**src/core/flash_cfg2_pkg.sv**
```systemverilog
// constants, types and helpers for the second flash configuration register
package flash_cfg2_pkg;
    localparam logic [3:0] REG_NONVOLATILE_OFS = 4'h0;
    localparam logic [3:0] REG_VOLATILE_OFS = 4'h4;
    localparam logic [3:0] REG_STATUS_OFS = 4'h8;

    localparam int ADDR_LEN_BIT = 7;
    localparam int ALL_QUAD_BIT = 6;
    localparam int RESET_SHARE_BIT = 5;
    localparam int RESERVED_BIT = 4;
    localparam int LATENCY_LSB = 0;
    localparam int LATENCY_W = 4;

    localparam int STAT_RESET_SEEN_BIT = 0;
    localparam int STAT_CS_BIT = 1;
    localparam int STAT_LINE3_BIT = 2;
    localparam int STAT_FOUR_LINE_BIT = 3;

    // latency 1000, everything else off
    localparam logic [7:0] CFG_FACTORY_DEFAULT = 8'h08;

    localparam logic [2:0] ADDR_BYTES_SHORT = 3'h3;
    localparam logic [2:0] ADDR_BYTES_LONG = 3'h4;
    localparam logic [2:0] LINES_ONE = 3'h1;
    localparam logic [2:0] LINES_FOUR = 3'h4;
    localparam logic [5:0] CLOCKS_PER_BYTE_ONE = 6'h08;
    localparam logic [5:0] CLOCKS_PER_BYTE_FOUR = 6'h02;

    typedef enum logic [1:0] {
        SEQ_IDLE,
        SEQ_ADDR,
        SEQ_DUMMY,
        SEQ_DATA
    } seq_state_t;

    function automatic logic [2:0] addr_byte_count(input logic long_addr);
        addr_byte_count = long_addr ? ADDR_BYTES_LONG : ADDR_BYTES_SHORT;
    endfunction

    // serial clocks needed for the whole address phase
    function automatic logic [5:0] addr_clock_count(input logic long_addr, input logic four_lines);
        logic [5:0] per_byte;
        per_byte = four_lines ? CLOCKS_PER_BYTE_FOUR : CLOCKS_PER_BYTE_ONE;
        addr_clock_count = long_addr ? (per_byte << 2) : ((per_byte << 1) + per_byte);
    endfunction
endpackage

```
**src/core/link_pins_if.sv**
```systemverilog
// filtered link pin levels and serial clock edge handed from synchroniser to core
interface link_pins_if;
    logic cs_n;
    logic line3;
    logic sck_rise;

    modport sync_side (
        output cs_n,
        output line3,
        output sck_rise
    );
    modport core_side (
        input cs_n,
        input line3,
        input sck_rise
    );
endinterface

```
**src/core/link_pin_sync.sv**
```systemverilog
// three-stage synchroniser and agreement filter for the link pins
module link_pin_sync
    import flash_cfg2_pkg::*;
(
    input wire logic i_mclk,
    input wire logic i_reset,
    input wire logic i_sck,
    input wire logic i_cs_n,
    input wire logic i_line3,
    link_pins_if.sync_side pins
);
    // bit 0 sck, bit 1 chip select, bit 2 line 3
    logic [2:0] stage1_reg;
    logic [2:0] stage2_reg;
    logic [2:0] stage3_reg;
    logic [2:0] level_reg;
    logic sck_rise_reg;

    always_ff @(posedge i_mclk) begin
        if (i_reset) begin
            stage1_reg <= 3'h6;
            stage2_reg <= 3'h6;
            stage3_reg <= 3'h6;
        end else begin
            stage1_reg <= {i_line3, i_cs_n, i_sck};
            stage2_reg <= stage1_reg;
            stage3_reg <= stage2_reg;
        end
    end

    // a level moves only once the last two stages agree, so one metastable sample cannot glitch it
    always_ff @(posedge i_mclk) begin
        if (i_reset) begin
            level_reg <= 3'h6;
        end else begin
            for (int i = 0; i < 3; i++) begin
                if (stage2_reg[i] == stage3_reg[i]) begin
                    level_reg[i] <= stage3_reg[i];
                end
            end
        end
    end

    always_ff @(posedge i_mclk) begin
        if (i_reset) begin
            sck_rise_reg <= 1'b0;
        end else begin
            sck_rise_reg <= (stage2_reg[0] == stage3_reg[0]) && stage3_reg[0] && !level_reg[0];
        end
    end

    assign pins.sck_rise = sck_rise_reg;
    assign pins.cs_n = level_reg[1];
    assign pins.line3 = level_reg[2];
endmodule

```
**src/core/flash_config_register_two.sv**
```systemverilog
// second configuration register: nonvolatile and volatile copies, pin roles and read sequencing
module flash_config_register_two
    import flash_cfg2_pkg::*;
(
    input wire logic i_mclk,
    input wire logic i_reset,
    input wire logic [3:0] i_addr,
    input wire logic [31:0] i_wdata,
    input wire logic i_wr,
    input wire logic i_rd,
    output logic [31:0] o_rdata,
    input wire logic i_sck,
    input wire logic i_cs_n,
    input wire logic i_line3_or_reset_pin,
    input wire logic i_quad_data_select,
    input wire logic i_addr_start,
    input wire logic i_addr_four_lines,
    input wire logic i_variable_latency,
    output logic [2:0] o_addr_bytes,
    output logic [2:0] o_opcode_lines,
    output logic [2:0] o_addr_lines,
    output logic [2:0] o_data_lines,
    output logic o_legacy_protocol,
    output logic o_wp_as_line2,
    output logic o_line3_as_data,
    output logic [3:0] o_dummy_cycles,
    output logic o_addr_phase,
    output logic o_dummy_phase,
    output logic o_data_phase,
    output logic o_hw_reset
);
    link_pins_if pins ();

    link_pin_sync u_sync (
        .i_mclk(i_mclk),
        .i_reset(i_reset),
        .i_sck(i_sck),
        .i_cs_n(i_cs_n),
        .i_line3(i_line3_or_reset_pin),
        .pins(pins.sync_side)
    );

    logic [7:0] cfg_nonvolatile_reg;
    logic [7:0] cfg_volatile_reg;
    logic reset_seen_reg;
    logic [31:0] rdata_reg;
    seq_state_t seq_reg;
    seq_state_t seq_next;
    logic [5:0] count_reg;
    logic [5:0] count_next;
    logic hw_reset_reg;
    logic hw_reset_req;
    logic four_line_mode;
    logic all_quad;
    logic long_addr;
    logic share_enable;
    logic [3:0] latency;
    logic addr_four;
    logic wr_nonvolatile;
    logic wr_volatile;
    logic wr_status;
    logic [2:0] addr_bytes_reg;
    logic [2:0] opcode_lines_reg;
    logic [2:0] addr_lines_reg;
    logic [2:0] data_lines_reg;
    logic legacy_reg;
    logic wp_line2_reg;
    logic line3_data_reg;
    logic [3:0] dummy_reg;
    logic [31:0] rdata_next;
    logic addr_phase_reg;
    logic dummy_phase_reg;
    logic data_phase_reg;

    // the volatile copy alone steers the live behaviour
    assign long_addr = cfg_volatile_reg[ADDR_LEN_BIT];
    assign all_quad = cfg_volatile_reg[ALL_QUAD_BIT];
    assign share_enable = cfg_volatile_reg[RESET_SHARE_BIT];
    assign latency = cfg_volatile_reg[LATENCY_LSB +: LATENCY_W];
    assign four_line_mode = all_quad || i_quad_data_select;
    assign addr_four = all_quad || i_addr_four_lines;

    assign wr_nonvolatile = i_wr && (i_addr == REG_NONVOLATILE_OFS);
    assign wr_volatile = i_wr && (i_addr == REG_VOLATILE_OFS);
    assign wr_status = i_wr && (i_addr == REG_STATUS_OFS);

    // as a plain reset pin line 3 resets whatever chip select does; in four-line mode only with the share bit set and chip select high
    always_comb begin
        if (four_line_mode) begin
            hw_reset_req = share_enable && pins.cs_n && !pins.line3;
        end else begin
            hw_reset_req = !pins.line3;
        end
    end

    // nonvolatile copy only returns to factory value under power-up reset
    always_ff @(posedge i_mclk) begin
        if (i_reset) begin
            cfg_nonvolatile_reg <= CFG_FACTORY_DEFAULT;
        end else if (wr_nonvolatile) begin
            cfg_nonvolatile_reg <= i_wdata[7:0];
        end
    end

    // a pin reset overrides a software write in the same cycle
    always_ff @(posedge i_mclk) begin
        if (i_reset) begin
            cfg_volatile_reg <= CFG_FACTORY_DEFAULT;
        end else if (hw_reset_req) begin
            cfg_volatile_reg <= cfg_nonvolatile_reg;
        end else if (wr_volatile) begin
            cfg_volatile_reg <= i_wdata[7:0];
        end
    end

    always_ff @(posedge i_mclk) begin
        if (i_reset) begin
            hw_reset_reg <= 1'b0;
        end else begin
            hw_reset_reg <= hw_reset_req && !hw_reset_reg;
        end
    end

    // sticky, write one to clear; a new reset in the clearing cycle wins
    always_ff @(posedge i_mclk) begin
        if (i_reset) begin
            reset_seen_reg <= 1'b0;
        end else if (hw_reset_req) begin
            reset_seen_reg <= 1'b1;
        end else if (wr_status && i_wdata[STAT_RESET_SEEN_BIT]) begin
            reset_seen_reg <= 1'b0;
        end
    end

    always_comb begin
        rdata_next = 32'h0000_0000;
        if (i_rd) begin
            case (i_addr)
                REG_NONVOLATILE_OFS: rdata_next = {24'h00_0000, cfg_nonvolatile_reg};
                REG_VOLATILE_OFS: rdata_next = {24'h00_0000, cfg_volatile_reg};
                REG_STATUS_OFS: rdata_next = {28'h000_0000, four_line_mode, pins.line3, pins.cs_n, reset_seen_reg};
                default: rdata_next = 32'h0000_0000;
            endcase
        end
    end

    // read data stand for one cycle only, then fall back to zero
    always_ff @(posedge i_mclk) begin
        if (i_reset) begin
            rdata_reg <= 32'h0000_0000;
        end else begin
            rdata_reg <= rdata_next;
        end
    end

    // address phase, then the dummy clocks if variable latency is on and latency is nonzero, then data until chip select rises or a pin reset
    always_comb begin
        seq_next = seq_reg;
        count_next = count_reg;
        case (seq_reg)
            SEQ_IDLE: begin
                if (i_addr_start && !pins.cs_n) begin
                    seq_next = SEQ_ADDR;
                    count_next = addr_clock_count(long_addr, addr_four);
                end
            end
            SEQ_ADDR: begin
                if (pins.sck_rise) begin
                    count_next = count_reg - 6'h01;
                    if (count_reg == 6'h01) begin
                        if (i_variable_latency && (latency != 4'h0)) begin
                            seq_next = SEQ_DUMMY;
                            count_next = {2'h0, latency};
                        end else begin
                            seq_next = SEQ_DATA;
                        end
                    end
                end
            end
            SEQ_DUMMY: begin
                if (pins.sck_rise) begin
                    count_next = count_reg - 6'h01;
                    if (count_reg == 6'h01) begin
                        seq_next = SEQ_DATA;
                    end
                end
            end
            SEQ_DATA: begin
                count_next = 6'h00;
            end
            default: begin
                seq_next = SEQ_IDLE;
                count_next = 6'h00;
            end
        endcase
        if (pins.cs_n || hw_reset_req) begin
            seq_next = SEQ_IDLE;
            count_next = 6'h00;
        end
    end

    always_ff @(posedge i_mclk) begin
        if (i_reset) begin
            seq_reg <= SEQ_IDLE;
        end else begin
            seq_reg <= seq_next;
        end
    end

    always_ff @(posedge i_mclk) begin
        if (i_reset) begin
            count_reg <= 6'h00;
        end else begin
            count_reg <= count_next;
        end
    end

    // phase flags follow the next state so they line up with the state register
    always_ff @(posedge i_mclk) begin
        if (i_reset) begin
            addr_phase_reg <= 1'b0;
            dummy_phase_reg <= 1'b0;
            data_phase_reg <= 1'b0;
        end else begin
            addr_phase_reg <= (seq_next == SEQ_ADDR);
            dummy_phase_reg <= (seq_next == SEQ_DUMMY);
            data_phase_reg <= (seq_next == SEQ_DATA);
        end
    end

    always_ff @(posedge i_mclk) begin
        if (i_reset) begin
            addr_bytes_reg <= ADDR_BYTES_SHORT;
        end else begin
            addr_bytes_reg <= addr_byte_count(long_addr);
        end
    end

    // opcode width and protocol flag both come from the all-phases quad bit
    always_ff @(posedge i_mclk) begin
        if (i_reset) begin
            opcode_lines_reg <= LINES_ONE;
            legacy_reg <= 1'b1;
        end else begin
            opcode_lines_reg <= all_quad ? LINES_FOUR : LINES_ONE;
            legacy_reg <= !all_quad;
        end
    end

    always_ff @(posedge i_mclk) begin
        if (i_reset) begin
            addr_lines_reg <= LINES_ONE;
        end else begin
            addr_lines_reg <= addr_four ? LINES_FOUR : LINES_ONE;
        end
    end

    always_ff @(posedge i_mclk) begin
        if (i_reset) begin
            data_lines_reg <= LINES_ONE;
        end else begin
            data_lines_reg <= four_line_mode ? LINES_FOUR : LINES_ONE;
        end
    end

    always_ff @(posedge i_mclk) begin
        if (i_reset) begin
            wp_line2_reg <= 1'b0;
            line3_data_reg <= 1'b0;
        end else begin
            wp_line2_reg <= four_line_mode;
            line3_data_reg <= four_line_mode;
        end
    end

    always_ff @(posedge i_mclk) begin
        if (i_reset) begin
            dummy_reg <= CFG_FACTORY_DEFAULT[LATENCY_LSB +: LATENCY_W];
        end else begin
            dummy_reg <= latency;
        end
    end

    assign o_rdata = rdata_reg;
    assign o_addr_bytes = addr_bytes_reg;
    assign o_opcode_lines = opcode_lines_reg;
    assign o_addr_lines = addr_lines_reg;
    assign o_data_lines = data_lines_reg;
    assign o_legacy_protocol = legacy_reg;
    assign o_wp_as_line2 = wp_line2_reg;
    assign o_line3_as_data = line3_data_reg;
    assign o_dummy_cycles = dummy_reg;
    assign o_addr_phase = addr_phase_reg;
    assign o_dummy_phase = dummy_phase_reg;
    assign o_data_phase = data_phase_reg;
    assign o_hw_reset = hw_reset_reg;
endmodule

```
**config.mk**
```make
export PLATFORM = sky130hd
export DESIGN_NAME = flash_config_register_two
export DESIGN_NICKNAME = d
export VERILOG_FILES = /design/src/core/flash_cfg2_pkg.sv /design/src/core/link_pins_if.sv /design/src/core/link_pin_sync.sv /design/src/core/flash_config_register_two.sv
export SDC_FILE = /design/constraint.sdc
export NUM_CORES = 1
export LEC_CHECK = 0
export BUFFER_PORTS_ARGS = -buffer_cell sky130_fd_sc_hd__buf_2
export CAP_MARGIN = 20
export CORE_ASPECT_RATIO = 0.6
export CORE_MARGIN = 10
export CORE_UTILIZATION = 35
export DETAILED_ROUTE_END_ITERATION = 6
export HOLD_SLACK_MARGIN = 0.1
export PLACE_DENSITY_LB_ADDON = 0.25
export SLEW_MARGIN = 25
export SYNTH_ARGS = -nofsm -noshare
export SYNTH_HDL_FRONTEND = slang
export SYNTH_SLANG_ARGS = --single-unit
```
**constraint.sdc**
```tcl
create_clock -name i_mclk -period 3.2 [get_ports i_mclk]
set_input_delay 0.64 -clock i_mclk [delete_from_list [all_inputs] [get_ports i_mclk]]
set_output_delay 0.64 -clock i_mclk [all_outputs]
set_load 0.02 [all_outputs]
```
==> run_results.csv <==
group,metric,value,unit
run_status,outcome,"completed",
cts,cts_tree,"yes",
run,drv_cap,0,
sta,rsz0062_at_grt,"no",
power,comb_power_share,5.9,%
grt,grt_start_max_net_pins,42,
drt,drt_wl_total,6480,µm
floorplan,ports_placed_on_the_boundary,102,
sta,clock.fmax,507,MHz
power,clkPwrFrac,52.6,%
power,p_leak,1.41,nW
setup_path,worst-endpoint-required,3.37,ns
placed_design,gp_routability_congestion,0.873,
logic_synthesis,synth-async-reset-ratio,0,%
finish,insertedDiodeCount,0,
sta,max-slew-margin-rel,51.5,%
setup_path,timing.critical_path.from,"i_quad_data_select",
setup_path,worstPathMaxFanout,6,
cts,cts_buffer_count,9,
cts,cts_post_setup_buffers_inserted,0,
finish,area.growth.synth_to_final,19.4,%
setup_path,worst_r2r_startpoint,"cfg_volatile_reg[6]$_SDFFE_PP0P_",
drt,via_count,2051,
min_path,worstHoldStart,"o_hw_reset$_SDFF_PP0_",
logic_synthesis,post_synth_inst_count,294,
floorplan,floorplan.core_area,7820,µm²
logic_synthesis,ys_types,47,
sta,slew_violations,0,
finish,final_net_count,397,
drt,drt_drc_violations_left,0,
placed_design,place_inst,441,
power,power.sequential.fraction,41.5,%
cts,clk-insertion-delay-late,0.33,ns
power,switching_power,407,µW
setup_path,timing.reg2reg.setup_slack,1.26,ns
power,switching_power_share_of_the_total,21.3,%
setup_path,worst_path_largest_cell_delay,0.59,ns
sta,timing.final.crit_share,61.6,%
finish,instances_no_fill,457,
power,overall_power,1.91,mW
finish,layout-drive-gt1-share,24.6,%
drt,route.antenna.remaining_nets,0,
floorplan,floorplan.die_area,12100,µm²
sta,setup_viol,0,
logic_synthesis,yosys_warnings,0,
logic_synthesis,ys_dominant_reg_cell,"sky130_fd_sc_hd__dfxtp_1",
drt,wl_per_cell,14.2,µm
power,intPower,1.51,mW
cts,clk_root_buffer_cell,"sky130_fd_sc_hd__clkbuf_16",
setup_path,critical_path.slowest_cell,"sky130_fd_sc_hd__a21oi_1",
logic_synthesis,synth_seq_cells,62,
logic_synthesis,synth_seq_area_share,44.2,%
setup_path,endpoint_kind,"flip-flop",
setup_path,cp_cell_sequence,"buf_2 -> or2_1 -> a21oi_1 -> buf_4 -> mux2i_1 -> a211oi_1",
grt,antenna_found_initial,0,
logic_synthesis,avgSynthCellArea,9.54,µm²
power,maximum_resistive_drop_on_vdd,0.000298,V
placed_design,placement.setup.worst_slack,0.896,ns
setup_path,cp_top_family,"compound AO/OA/AOI/OAI gates",
setup_path,cp.buffers_inverters,2,
grt,grt_util_all_layers,11.2,%
floorplan,die_height,89.3,µm
cts,htree_levels,3,
floorplan,number_of_cell_rows,25,
cts,clkSlewWorstSetupHoldPaths,0.05,ns
grt,globalRoute.totalOverflow,0,
drt,drtPass1Iterations,4,
grt,grt_first_pass_wirelength,10400,µm
sta,clock-skew-final,0.00546,ns
setup_path,worst_ep_arrival_time,2.15,ns
sta,pin_slew_with_the_least_headroom_to_its_limit,0.727,ns
sta,final-hold-violation-count,0,
floorplan,die_x,136,µm
setup_path,start_kind,"input port",
placed_design,io_buffers,50,
drt,drtIter0Drc,100,
sta,timing.setup.tns,0,ns
grt,first_global_vias,2060,
cts,clock_sinks,62,
floorplan,floorplan.initialDensity,35.9,%
cts,post_cts_resize_count,0,
cts,clockBufferDepth,2,
drt,avgViaCountPerCell,4.49,
setup_path,setup.worst_path.class,"input port to flip-flop",
logic_synthesis,synth-edff-count,0,
cts,cts_hold_repair.buffers,0,
sta,period_minus_slack,1.97,ns
placed_design,hpwl,4870,µm
power,power_density,571,nW/µm²
min_path,min-delay-path-class,"flip-flop to flip-flop",
sta,layout_setup_ws,1.23,ns
logic_synthesis,post_synth_instance_area,2810,µm²
-- final cells by class --
cell class              instances  area [µm²]
flip-flops and latches         62        1240
inverters                      13        48.8
clock inverters                 3        40.0
well taps                     108         135
repair buffers                 52         265
clock buffers                  13         280
fillers                       827        4470
multi-input cells             206        1340
-- synth_stat cells, drive strengths merged (2+ instances only) --
| cell | instances | area, µm² |
|---|---|---|
| and4 | 2 | 17.5 |
| mux2i | 25 | 250 |
| nor2 | 43 | 164 |
| a21boi | 2 | 18.8 |
| nor2b | 11 | 68.8 |
| a21oi | 16 | 80.1 |
| and2 | 2 | 12.5 |
| nand2b | 7 | 43.8 |
| o31ai | 2 | 15.0 |
| o21bai | 2 | 15.0 |
| nor4 | 2 | 27.5 |
| a211oi | 10 | 75.1 |
| nor3b | 2 | 15.0 |
| ha | 6 | 75.1 |
| nand4 | 2 | 27.5 |
| or2 | 10 | 62.6 |
| a21o | 2 | 15.0 |
| a31oi | 3 | 18.8 |
| clkbuf | 5 | 18.8 |
| a211o | 2 | 17.5 |
| a221oi | 2 | 35.0 |
| nand2 | 5 | 18.8 |
| inv | 13 | 48.8 |
| o21a | 2 | 15.0 |
| dfxtp | 62 | 1240 |
| buf | 34 | 256 |
| nand3b | 2 | 15.0 |
| o21ai | 7 | 35.0 |
-- final timing paths --
kind / to / cells past startpoint
hold reg to reg: o_hw_reset$_SDFF_PP0_ / 1
setup / recovery: cfg_volatile_reg[0]$_SDFFE_PP0P_ / 6
hold / removal: o_hw_reset$_SDFF_PP0_ / 1
setup reg to reg: cfg_volatile_reg[0]$_SDFFE_PP0P_ / 5
-- per-stage QoR --
| step | util, % | hold slack [ns] | area, µm² |
|---|---|---|---|
| final | 42.8 | 0.413 | 3350 |
| after global routing | 42.8 | 0.443 | 3350 |
| after CTS | 42.8 | 0.418 | 3350 |
| after detailed placement | 38.7 | 0.400 | 3030 |
| after global placement | 38.7 | 0.394 | 3030 |
| after floorplan | - | 0.389 | 2900 |
-- power by group through the flow --
stage | sequential (mW) | clock [mW] | combinational, mW
4_1_cts | 0.794 | 1.04 | 0.112
3_5_place_dp | 0.810 | 0 | 0.111
3_3_place_gp | 0.810 | 0 | 0.111
2_1_floorplan | 0.815 | 0 | 0.101
6_report | 0.794 | 1.01 | 0.113
5_1_grt | 0.795 | 1.08 | 0.126
-- placed cells by master (no fill, tap or decap), types with 3 or more instances in the layout --
cell type / netlist / final
sky130_fd_sc_hd__inv_1: 13 / 13
sky130_fd_sc_hd__clkbuf_8: 0 / 4
sky130_fd_sc_hd__a211oi_1: 10 / 10
sky130_fd_sc_hd__nor2_1: 42 / 42
sky130_fd_sc_hd__conb_1: 1 / 27
sky130_fd_sc_hd__clkbuf_16: 0 / 9
sky130_fd_sc_hd__o21ai_0: 7 / 7
sky130_fd_sc_hd__buf_2: 1 / 50
sky130_fd_sc_hd__nand2_1: 5 / 5
sky130_fd_sc_hd__nor2b_1: 11 / 11
sky130_fd_sc_hd__or2_2: 9 / 9
sky130_fd_sc_hd__a31oi_1: 3 / 3
sky130_fd_sc_hd__nand2b_1: 7 / 7
sky130_fd_sc_hd__ha_1: 6 / 6
sky130_fd_sc_hd__dfxtp_1: 62 / 62
sky130_fd_sc_hd__a21oi_1: 16 / 16
sky130_fd_sc_hd__mux2i_1: 25 / 25
-- logic make-up after synthesis --
logic type / Yosys count / share of synthesized area [%]
AND/OR/NAND/NOR: 93 / 18.4
flip-flops: 62 / 44.2
AO/OA/AOI/OAI: 54 / 13.7
buffers and inverters: 52 / 11.6
multiplexers: 26 / 9.32
adder cells (fa/ha/maj): 6 / 2.68
other: 1 / 0.134
-- per-layer routing --
layer  GRT usage, %  share of wire, %  up-vias
met4           4.67              0.79        0
met1           14.0                48      947
met3           5.78               8.4        4
met5              0                 0        -
met2           15.8                42       47
li1               -                 -     1053
(Power assumes the default switching activity.)
